**config.mk**
```make
export PLATFORM = sky130hd
export DESIGN_NAME = dmem_decode
export DESIGN_NICKNAME = d
export VERILOG_FILES = /design/src/dmem_store.v /design/src/dmem_decode.v
export VERILOG_INCLUDE_DIRS = /design/src
export SDC_FILE = /design/constraint.sdc
export NUM_CORES = 1
export LEC_CHECK = 0
export ABC_CLOCK_PERIOD_IN_PS = 4200
export BUFFER_PORTS_ARGS = -buffer_cell sky130_fd_sc_hd__buf_2
export CAP_MARGIN = 20
export CELL_PAD_IN_SITES_DETAIL_PLACEMENT = 1
export CELL_PAD_IN_SITES_GLOBAL_PLACEMENT = 2
export CORE_MARGIN = 2
export CORE_UTILIZATION = 46
export DETAILED_ROUTE_END_ITERATION = 8
export GPL_ROUTABILITY_DRIVEN = 1
export GPL_TIMING_DRIVEN = 0
export HOLD_SLACK_MARGIN = 0.05
export MAX_ROUTING_LAYER = met4
export PLACE_DENSITY_LB_ADDON = 0.1
export REMOVE_ABC_BUFFERS = 1
export SETUP_SLACK_MARGIN = 0.5
export SLEW_MARGIN = 0
export SYNTH_ARGS = -nofsm -noshare
export SYNTH_HDL_FRONTEND = slang
export SYNTH_SLANG_ARGS = --single-unit
```
**constraint.sdc**
```tcl
create_clock -name I_SYS_CLK -period 4.2 [get_ports I_SYS_CLK]
set_input_delay 0.42 -clock I_SYS_CLK [delete_from_list [all_inputs] [get_ports I_SYS_CLK]]
set_output_delay 0.42 -clock I_SYS_CLK [all_outputs]
set_load 0.02 [all_outputs]
```
**src/dmem_defines.vh**
```
/*
  Constants for the data memory address decoder: register-file
  offsets, pointer fields, bank layout and variant codes.
  Assumes it is included by its bare name from the decoder source.
*/
`ifndef DMEM_DEFINES_VH
`define DMEM_DEFINES_VH

// Register-file offsets (6-bit location)
`define ADDR_INDIRECT   6'h00
`define ADDR_TIMER      6'h01
`define ADDR_PCL        6'h02
`define ADDR_FLAGS      6'h03
`define ADDR_POINTER    6'h04
`define ADDR_PORT_A     6'h05
`define ADDR_PORT_B     6'h06
`define ADDR_PORT_C     6'h07
`define ADDR_POWER      6'h08
`define ADDR_WAKE       6'h09
`define ADDR_PC_HIGH_BUFFER     6'h0a
`define ADDR_PULL_DOWN  6'h0b
`define ADDR_OPEN_DRAIN 6'h0c
`define ADDR_PULL_HIGH  6'h0d
`define ADDR_INT_EN     6'h0e
`define ADDR_INT_FLAG   6'h0f
`define ADDR_GP_FIRST   6'h10
`define ADDR_BANKED     6'h30

// Pointer fields
`define PTR_LOC_MSB     5
`define PTR_BANK_MSB    7
`define PTR_BANK_LSB    6

// Fixed read values
`define READ_ZERO       8'h00
`define BANK_ONES       2'h3

// Storage layout: index = location below 30h, 30h + 16*bank above;
// bank 3 window ends at 6Fh, so the array spans 112 words
`define STORE_AW        7
`define STORE_DEPTH     112
`define SHARED_WORDS    7'h30
`define BANK_SPAN       7'h10

// Variant codes
`define VAR_512_SMALL   2'h0
`define VAR_512_LARGE   2'h1
`define VAR_1K          2'h2
`define VAR_2K          2'h3

// Implemented bit masks
`define MASK_PORT_A     8'h0f
`define MASK_POWER      8'hf0
`define MASK_INT_EN     8'h8f
`define MASK_INT_FLAG   8'h07
`define MASK_PCH_1      8'h01
`define MASK_PCH_2      8'h03
`define MASK_PCH_3      8'h07

`endif

```
**src/dmem_store.v**
```verilog
/*
  Single-port storage for the general-purpose locations. Write is
  synchronous; read data come out of a register one cycle later.
  Assumes the caller presents an in-range word address.
*/
`timescale 1ns/10ps
`default_nettype none
module dmem_store #(
  parameter AW    = 7,
  parameter DEPTH = 96
) (
  input  wire          i_clk,   // Core clock
  input  wire          i_we,    // Write strobe
  input  wire [AW-1:0] i_addr,  // Word address
  input  wire [7:0]    i_wdata, // Write data
  output reg  [7:0]    o_rdata  // Registered read data
);
  reg [7:0] mem [0:DEPTH-1];

  // Write; registered read returns the old word
  always @(posedge i_clk) begin
    if (i_we) begin
      mem[i_addr] <= i_wdata;
    end
    o_rdata <= mem[i_addr];
  end
endmodule // dmem_store
`default_nettype wire

```
**src/dmem_decode.v**
```verilog
/*
  Data memory address decoder and special-function register file of
  a small 8-bit microcontroller core. Resolves direct and indirect
  accesses, bank selection, mirroring and unimplemented bits.
  Assumes the CPU datapath holds a request for one cycle, takes read
  data on O_RD_VALID two cycles later, and feeds the peripheral-owned
  values (timer, PC low, flags) in on its own clock; port pins are asynchronous.
*/
// Summary of operation
// - Indirect location has no storage; accesses go to pointer target.
// - Indirect read while pointer selects location zero returns 00h.
// - Indirect write while pointer selects location zero stores nothing.
// - Pointer bits 5-0 select one of 64 locations 00h-3Fh.
// - Four-bank variant: pointer bits 7-6 pick banks 0 to 3.
// - Four-bank variant: up to 2Fh shared; 30h-3Fh distinct per bank.
// - Unimplemented register bits ignore writes and read zero.
// - Single-bank variants: bank bits unused and read as one.
// - PC high buffer holds 1, 2 or 3 bits by memory size.
// - Single-bank: 00h-0Fh special registers, 10h-3Fh general storage.
// - Without third port, location 07h is ordinary storage.
`timescale 1ns/10ps
`default_nettype none
`include "dmem_defines.vh"
module dmem_decode #(
  parameter [1:0] VARIANT   = `VAR_2K,  // Memory-size variant
  parameter       HAS_PORT_C_DATA = 1         // Third I/O port present
) (
  input  wire       I_SYS_CLK,     // Core clock, 100 MHz
  input  wire       I_RST_B,       // Async reset, active low
  input  wire       I_RD,          // Read request, one cycle
  input  wire       I_WR,          // Write request, one cycle
  input  wire       I_INDIRECT,    // Access through indirect port
  input  wire [5:0] I_ADDR,        // Direct operand address
  input  wire [7:0] I_WDATA,       // Write data
  input  wire [7:0] I_TIMER,       // Timer count value
  input  wire [7:0] I_PCL,         // Program counter low byte
  input  wire [7:0] I_FLAGS,       // Processor flags value
  input  wire [7:0] I_PORT_A_PINS, // Port A pin levels
  input  wire [7:0] I_PORT_B_PINS, // Port B pin levels
  input  wire [7:0] I_PORT_C_PINS, // Port C pin levels
  output reg  [7:0] O_RDATA,       // Read data
  output reg        O_RD_VALID,    // Read data valid pulse
  output reg  [5:0] O_PERIPH_SEL,  // Peripheral write location
  output reg  [7:0] O_PERIPH_DATA, // Peripheral write data
  output reg        O_PERIPH_WR,   // Peripheral write pulse
  output reg  [7:0] O_POINTER,     // Indirect pointer as read
  output reg  [7:0] O_PORT_A,      // Port A data latch
  output reg  [7:0] O_PORT_B,      // Port B data latch
  output reg  [7:0] O_PORT_C,      // Port C data latch
  output reg  [7:0] O_POWER,       // Power control
  output reg  [7:0] O_WAKE,        // Wake change control
  output reg  [7:0] O_PC_HIGH_BUFFER,      // PC high buffer
  output reg  [7:0] O_PULL_DOWN,   // Pull-down control
  output reg  [7:0] O_OPEN_DRAIN,  // Open-drain control
  output reg  [7:0] O_PULL_HIGH,   // Pull-high control
  output reg  [7:0] O_INT_EN,      // Interrupt enables
  output reg  [7:0] O_INT_FLAG     // Interrupt flags
);
  localparam FOUR_BANK = (VARIANT == `VAR_2K);

  // Implemented bits of the PC high buffer per variant
  function [7:0] pch_mask;
    input [1:0] v;
    begin
      case (v)
        `VAR_1K: pch_mask = `MASK_PCH_2;
        `VAR_2K: pch_mask = `MASK_PCH_3;
        default: pch_mask = `MASK_PCH_1;
      endcase
    end
  endfunction

  // True where a location is storage rather than a special register
  function is_gp;
    input [5:0] loc;
    begin
      is_gp = (loc >= `ADDR_GP_FIRST) ||
              ((loc == `ADDR_PORT_C) && (HAS_PORT_C_DATA == 0));
    end
  endfunction

  // Pointer holds a 6-bit location and two bank bits
  reg  [5:0] ptr_loc;
  reg  [1:0] ptr_bank;
  wire [1:0] bank_rd = FOUR_BANK ? ptr_bank : `BANK_ONES;
  wire [7:0] ptr_rd  = {bank_rd, ptr_loc};

  // Effective location: operand, or pointer low six bits
  wire [5:0] eff_loc  = I_INDIRECT ? ptr_loc : I_ADDR;
  wire [1:0] eff_bank = FOUR_BANK ? ptr_bank : 2'h0;
  wire       self_ref = (eff_loc == `ADDR_INDIRECT);
  wire       gp_hit   = is_gp(eff_loc);

  // Storage index: shared below 30h, bank window above
  reg [6:0] store_addr;
  always @* begin
    store_addr = {1'b0, eff_loc};
    if (FOUR_BANK && (eff_loc >= `ADDR_BANKED) && (eff_bank != 2'h0)) begin
      store_addr = `SHARED_WORDS +
                   (`BANK_SPAN * {5'h0, eff_bank}) +
                   {1'b0, eff_loc} - {1'b0, `ADDR_BANKED};
    end
  end

  wire       store_we = I_WR && gp_hit;  // self never reaches here
  wire [7:0] store_q;

  dmem_store #(
    .AW    (`STORE_AW),
    .DEPTH (`STORE_DEPTH)
  ) u_store (
    .i_clk   (I_SYS_CLK),
    .i_we    (store_we),
    .i_addr  (store_addr),
    .i_wdata (I_WDATA),
    .o_rdata (store_q)
  );

  // Port pins come from outside the clock domain: four flops each,
  // and a bit only changes once the second and third stages agree
  wire [23:0] pins_raw = {I_PORT_C_PINS, I_PORT_B_PINS, I_PORT_A_PINS};
  reg  [23:0] pin_s1;
  reg  [23:0] pin_s2;
  reg  [23:0] pin_s3;
  reg  [23:0] pin_q;
  always @(posedge I_SYS_CLK or negedge I_RST_B) begin
    if (!I_RST_B) begin
      pin_s1 <= 24'h000000;
      pin_s2 <= 24'h000000;
      pin_s3 <= 24'h000000;
      pin_q  <= 24'h000000;
    end else begin
      pin_s1 <= pins_raw;
      pin_s2 <= pin_s1;
      pin_s3 <= pin_s2;
      pin_q  <= (pin_s2 & pin_s3) | (pin_q & (pin_s2 ^ pin_s3));
    end
  end

  // Special-register read mux, unimplemented bits forced to zero
  reg [7:0] sfr_rd;
  always @* begin
    case (eff_loc)
      `ADDR_INDIRECT:   sfr_rd = `READ_ZERO;
      `ADDR_TIMER:      sfr_rd = I_TIMER;
      `ADDR_PCL:        sfr_rd = I_PCL;
      `ADDR_FLAGS:      sfr_rd = I_FLAGS;
      `ADDR_POINTER:    sfr_rd = ptr_rd;
      `ADDR_PORT_A:     sfr_rd = pin_q[7:0] & `MASK_PORT_A;
      `ADDR_PORT_B:     sfr_rd = pin_q[15:8];
      `ADDR_PORT_C:     sfr_rd = pin_q[23:16];
      `ADDR_POWER:      sfr_rd = O_POWER;
      `ADDR_WAKE:       sfr_rd = O_WAKE;
      `ADDR_PC_HIGH_BUFFER:     sfr_rd = O_PC_HIGH_BUFFER;
      `ADDR_PULL_DOWN:  sfr_rd = O_PULL_DOWN;
      `ADDR_OPEN_DRAIN: sfr_rd = O_OPEN_DRAIN;
      `ADDR_PULL_HIGH:  sfr_rd = O_PULL_HIGH;
      `ADDR_INT_EN:     sfr_rd = O_INT_EN;
      `ADDR_INT_FLAG:   sfr_rd = O_INT_FLAG;
      default:          sfr_rd = `READ_ZERO;
    endcase
  end

  // Read pipeline: select between storage and special registers
  reg       rd_pend;
  reg       rd_gp;
  reg [7:0] sfr_hold;
  always @(posedge I_SYS_CLK or negedge I_RST_B) begin
    if (!I_RST_B) begin
      rd_pend  <= 1'b0;
      rd_gp    <= 1'b0;
      sfr_hold <= 8'h00;
    end else begin
      rd_pend  <= I_RD;
      rd_gp    <= gp_hit;
      sfr_hold <= sfr_rd;
    end
  end

  // Registered read answer
  always @(posedge I_SYS_CLK or negedge I_RST_B) begin
    if (!I_RST_B) begin
      O_RDATA    <= 8'h00;
      O_RD_VALID <= 1'b0;
    end else begin
      O_RD_VALID <= rd_pend;
      if (rd_pend) begin
        O_RDATA <= rd_gp ? store_q : sfr_hold;
      end
    end
  end

  // Special-register writes; self-referencing indirect write is dropped
  wire sfr_wr = I_WR && !gp_hit && !self_ref;
  always @(posedge I_SYS_CLK or negedge I_RST_B) begin
    if (!I_RST_B) begin
      ptr_loc      <= 6'h00;
      ptr_bank     <= 2'h0;
      O_PORT_A     <= 8'h00;
      O_PORT_B     <= 8'h00;
      O_PORT_C     <= 8'h00;
      O_POWER      <= 8'h00;
      O_WAKE       <= 8'h00;
      O_PC_HIGH_BUFFER     <= 8'h00;
      O_PULL_DOWN  <= 8'h00;
      O_OPEN_DRAIN <= 8'h00;
      O_PULL_HIGH  <= 8'h00;
      O_INT_EN     <= 8'h00;
      O_INT_FLAG   <= 8'h00;
    end else if (sfr_wr) begin
      case (eff_loc)
        `ADDR_POINTER: begin
          ptr_loc  <= I_WDATA[`PTR_LOC_MSB:0];
          ptr_bank <= FOUR_BANK ?
                      I_WDATA[`PTR_BANK_MSB:`PTR_BANK_LSB] : 2'h0;
        end
        `ADDR_PORT_A:     O_PORT_A     <= I_WDATA & `MASK_PORT_A;
        `ADDR_PORT_B:     O_PORT_B     <= I_WDATA;
        `ADDR_PORT_C:     O_PORT_C     <= I_WDATA;
        `ADDR_POWER:      O_POWER      <= I_WDATA & `MASK_POWER;
        `ADDR_WAKE:       O_WAKE       <= I_WDATA;
        `ADDR_PC_HIGH_BUFFER:     O_PC_HIGH_BUFFER     <= I_WDATA & pch_mask(VARIANT);
        `ADDR_PULL_DOWN:  O_PULL_DOWN  <= I_WDATA;
        `ADDR_OPEN_DRAIN: O_OPEN_DRAIN <= I_WDATA;
        `ADDR_PULL_HIGH:  O_PULL_HIGH  <= I_WDATA;
        `ADDR_INT_EN:     O_INT_EN     <= I_WDATA & `MASK_INT_EN;
        `ADDR_INT_FLAG:   O_INT_FLAG   <= I_WDATA & `MASK_INT_FLAG;
        default: ;
      endcase
    end
  end

  // Peripheral-owned writes (timer, PC low, flags) forwarded one cycle on
  always @(posedge I_SYS_CLK or negedge I_RST_B) begin
    if (!I_RST_B) begin
      O_PERIPH_SEL  <= 6'h00;
      O_PERIPH_DATA <= 8'h00;
      O_PERIPH_WR   <= 1'b0;
      O_POINTER     <= 8'h00;
    end else begin
      O_PERIPH_WR   <= sfr_wr && ((eff_loc == `ADDR_TIMER) ||
                                  (eff_loc == `ADDR_PCL) ||
                                  (eff_loc == `ADDR_FLAGS));
      O_PERIPH_SEL  <= eff_loc;
      O_PERIPH_DATA <= I_WDATA;
      O_POINTER     <= ptr_rd;
    end
  end
endmodule // dmem_decode
`default_nettype wire

```
After elaboration in Yosys (flattened, before gate mapping) --
Memories as Yosys holds them, arrays and structs flattened. A register that Yosys moved wholly into a read port is not among the register bits. Cells that the tools add are included.
Storage, ports and cells: register bits after elaboration 213, RAM bits 896, input port bits 67, output and inout port bits 120, memories 1
Memory list:
- u_store.mem | depth 112, width 8, read ports 1, clocked after memory_dff 1, write ports 1, line dmem_store.v:18 | reg [7:0] mem [0:DEPTH-1];
Cells by class: add/subtract/negate cells 3, $lt $le $gt $ge 2, equal/unequal tests 15, muxes and demuxes 6, bitwise gates (word level) 4, reductions and logical operators 23
Operators by type and width (number):
- 8-bit case mux with 15 select lines | 1
- 24-bit AND | 2
- 6-bit by 4-bit == test with 1-bit output, second input constant | 8
- 6-bit by 3-bit == test with 1-bit output, second input constant | 4
- 24-bit bitwise OR | 1
- 2-bit AND reduction | 12
- 24-bit XOR | 1
- 6-bit by 2-bit == test with 1-bit output, second input constant | 2
- 8-bit 2-to-1 mux | 1
- 6-bit by 6-bit adder with 7-bit output, first input constant | 1
- 7-bit by 6-bit adder with 7-bit output | 1
- 7-bit 2-to-1 mux | 1
- 7-bit by 6-bit subtractor with 7-bit output, second input constant | 1
- 6-bit by 1-bit == test with 1-bit output, second input constant | 1
- 6-bit by 5-bit greater-or-equal comparator with 1-bit output, second input constant | 1
- 6-bit greater-or-equal comparator, second input constant | 1
- 6-bit zero test | 1
- 6-bit 2-to-1 mux | 1
- 1-bit logical AND | 5
- 1-bit zero test | 2
- 1-bit logical OR | 2
- 1-bit 2-to-1 mux | 2
- 2-bit nonzero test | 1

Longest topological paths before layout --
depth in word-level cells 6, mapped depth 12

Hierarchy --
Synthesis repeated with hierarchy kept, for this count alone.
Unflattened totals: cells, all modules 2631, area total of the unflattened synthesis 42913.7 um2
Modules (own cells, without submodules):
- dmem_store | times used 1, cells each 2081, area each 35134.9 um2
- dmem_decode | times used 1, cells each 550, area each 7778.7 um2

Worst setup path before layout --
No wires, ideal clock.
kind input port to flip-flop, from in I_INDIRECT, to mem u_store.mem[48][0], enable pin, library setup time 370 ps, arrival time 3069 ps, setup slack 761 ps, stages on the path 11, buffers on the path 3, cell sequence buf_6 -> buf_4 -> mux2_2 -> ha_1 -> inv_1 -> fa_1 -> nand2b_1 -> a21oi_1 -> clkbuf_1 -> nand3_1 -> nor2_1
Between the ends: longest elaborated chain between the ends 5, elaborated cells between the ends (all ways) 10, those cells by class add/sub (2); order compare (2); mux (4); reduce/logical (2)
RTL lines:
- start: declaration | line dmem_decode.v:32 | input wire I_INDIRECT,
- 6-bit 2-to-1 mux * | line dmem_decode.v:89 | wire [5:0] eff_loc = I_INDIRECT ? ptr_loc : I_ADDR;
- named net eff_loc[4] | line dmem_decode.v:89
- parallel branches: the longest is 4 deep, another holds 7-bit by 6-bit adder with 7-bit output
- end: declaration | line dmem_store.v:18
Mark *: on every way through the listed nets, which the timed path passes.

Final worst setup path --
from reg ptr_loc[4], to mem u_store.mem[65][1], enable pin
Between the ends: longest elaborated chain between the ends 5, elaborated cells between the ends (all ways) 10, those cells by class add/sub (2); order compare (2); mux (4); reduce/logical (2)
RTL lines:
- start: declaration | line dmem_decode.v:83 | reg [5:0] ptr_loc;
- start signal: assignment | line dmem_decode.v:213 | ptr_loc <= I_WDATA[`PTR_LOC_MSB:0];
- 6-bit 2-to-1 mux * | line dmem_decode.v:89
- named net eff_loc[4] | line dmem_decode.v:89
- parallel branches: the longest is 4 deep, another holds 7-bit by 6-bit adder with 7-bit output
Marks and branches as above.

==> impl_metrics.yaml <==
clock_network:
  clk_pin_slew_ps: 60
  cts_tree: "yes"
  numCtsBuffers: 113
  clock-sinks: 1101
  ctsRootBufferMaster: "clkbuf_16"
  clk_path_buf_depth: 3
  cts_max_level: 3
  clkLatencyLatePin_ps: 710
route:
  wire_per_inst_um: 29.6
  viasPerCell: 5.85
  vias: 24600
  drt_iter0_markers: 2046
  drt_pre_antenna_iters: 5
  routed_wirelength_mm: 125
  ant_nets: 0
  drc: 0
timing:
  final.setup.worst_slack_ps: 330
  period_share_pct: 92.1
  rsz0062_at_grt: "true"
  drv_slew: 0
  period_needed_ps: 3870
  max_freq_mhz: 258
  holdWs_ps: 105
  tns_ps: 0
  relSlewSlack_pct: 33.7
  max_slew.worst_pin.slew_ps: 992
  clock_skew_ps: 31.9
  final-hold-violation-count: 0
  finalSetupViolCount: 0
setup_path:
  end_kind: "register"
  crit_arrival_ps: 4240
  cp_max_fo: 25
  critical_path_class: "register to register"
  crit_required_ps: 4570
  crit_path_start_kind: "register"
yosys:
  ys_seq_elements: 1101
  synth.distinct_cells: 59
  synthArstFlopShare_pct: 17.9
  synth_area_mm2: 0.0427
  ys.flop_type: "edfxtp_1"
  ys_seq_area_share_pct: 75.0
  syn_avg_cell_area_um2: 16.2
  yosysWarnings: 0
  synth_edf_count: 896
  postSynthCellCount: 2635
layout:
  area_growth_pct: 17.9
  final_nets: 2950
  most-common-layout-cells: "edfxtp_1, nand2_1, dfrtp_1, nand3_1, buf_2"
  final_layout_size_suffix_gt1_share_pct: 24.8
  postLayoutCellArea_mm2: 0.0503
  final_common_cell: "edfxtp_1"
power:
  p_sw_share_pct: 30.1
  p_int_uw: 19600
  p_leak_uw: 0.0177
  pwr-share-seq_pct: 44.6
  p_sw_uw: 8460
  pwr_density_cell_mw_per_mm2: 558
  p_clk_share_pct: 34.2
  ir_drop_uv: 368
  combPwrFrac_pct: 21.2
floorplanning:
  die_width_um: 309
  rows: 111
  die_height_um: 309
  design.portCount: 187
  start_util_pct: 46.5
  core_area_mm2: 0.0918
  die_area_mm2: 0.0952
placement:
  io_buffers: 161
  placed_cell_area_mm2: 0.0455
  post-place-ws_ps: -1000
  hpwl_mm: 76.5
  gp_congestion: 0.836
global_route:
  antenna_found_initial: 4
  grt_pass1_wl_mm: 181
  grt_max_degree: 105
  grt_overflow: 0
  grt_pass1_vias: 25900
  track_usage_pct: 27.2
min_path:
  hold_class: "input pin to register"
run_status:
  status: "finished, final reports clean"
run:
  cap_violations: 0
-- cells in the mapped netlist, types with 10 or more instances --
cell	number	share of area [%]
a2111oi_0	14	0.29
a21o_1	20	0.35
a21oi_1	99	1.2
a221oi_1	13	0.27
a22oi_1	43	0.76
a31oi_1	12	0.18
a32o_1	10	0.23
a32oi_1	12	0.25
and3_1	25	0.37
buf_1	19	0.17
buf_2	45	0.53
buf_4	33	0.58
clkbuf_1	68	0.60
dfrtp_1	197	12
edfxtp_1	896	63
ha_1	21	0.62
mux2_2	76	2.0
mux2i_1	36	0.84
mux4_2	122	6.4
nand2_1	403	3.5
nand3_1	195	2.3
nand4_1	15	0.22
nor2_1	135	1.2
nor3_1	18	0.21
o21ai_0	15	0.18
o221ai_1	11	0.23
-- worst max-delay path, stage by stage, from the launching register on --
cell	delay [ps]
dfrtp_1	470
mux2_2	390
ha_1	360
o31a_4	510
buf_12	230
nor2_2	470
nand2_1	590
nor2_4	470
-- power groups by stage --
stage	registers (µW)	logic (µW)	clock network [µW]
finish	12500	5950	9620
detailed placement	12700	5550	0
floorplan	12800	2850	0
CTS	12500	5880	9770
global route	12500	6290	10200
global placement	12700	5420	0
-- metrics by stage --
stage	instances	total power, µW	utilization (%)
floorplan	2484	15700	-
global placement	3888	18200	48.2
detailed placement	3944	18300	49.6
CTS	4196	28200	54.5
global route	4201	29000	54.8
finish	4203	28100	54.8
-- flip-flops by register name, summed over array words and instances (netlist names), 5 cells and up --
register,flops
u_store.mem,896
pin_q,20
pin_s1,20
pin_s2,20
pin_s3,20
O_OPEN_DRAIN,8
O_PERIPH_DATA,8
O_POINTER,8
O_PORT_B,8
O_PORT_C,8
O_PULL_DOWN,8
O_PULL_HIGH,8
O_RDATA,8
O_WAKE,8
sfr_hold,8
u_store.o_rdata,8
O_PERIPH_SEL,6
ptr_loc,6
O_INT_EN,5
-- per-layer routing --
metal,up-vias,wire length (µm),GRT usage (%)
met1,13100,53700,37.2
met3,197,6720,3.95
met4,0,3490,7.63
met2,733,60600,42.9
li1,10500,-,-
met5,-,0,-
-- cell type report --
cell class | instances | area (µm²)
fillers | 8404 | 41500
flip-flops and latches | 1101 | 32000
multi-input cells | 1372 | 10600
clock buffers | 147 | 3020
repair buffers | 261 | 2510
well taps | 1243 | 1560
clock inverters | 62 | 513
inverters | 11 | 75.1
diodes | 5 | 12.5
repair inverters | 1 | 8.76
-- timing repair --
action / in CTS / in global routing
pin swaps: 1 / 0
hold buffers: 32 / 0
gates cloned: 5 / 2
buffers inserted: 6 / 0
resized for setup: 145 / 52
setup endpoints to repair: 854 / 718
hold endpoints to repair: 121 / 0
-- final timing paths --
check	endpoint	depth (start not counted)	start	slack [ps]
max reg2reg	u_store.mem[65][1]	7	ptr_loc[4]	330
min reg2reg	pin_s2[16]	0	pin_s1[16]	350
max	u_store.mem[65][1]	7	ptr_loc[4]	330
min in group asynchronous	O_PULL_DOWN[3]	2	I_RST_B	350
max in group asynchronous	ptr_loc[0]	3	I_RST_B	2910
min	sfr_hold[0]	3	I_FLAGS[0]	100
-- cells by family after synthesis --
| group | Yosys count | share of synthesized area (%) |
|---|---|---|
| DFF | 1101 | 75.0 |
| and+or+nand+nor | 808 | 8.12 |
| AOI/OAI and AO/OA | 283 | 4.64 |
| muxes | 238 | 9.48 |
| buffers and inverters | 182 | 2.12 |
| adders and majority gates | 22 | 0.663 |
| other | 1 | 0.00879 |
No activity file was read; power rests on OpenSTA's default activity.
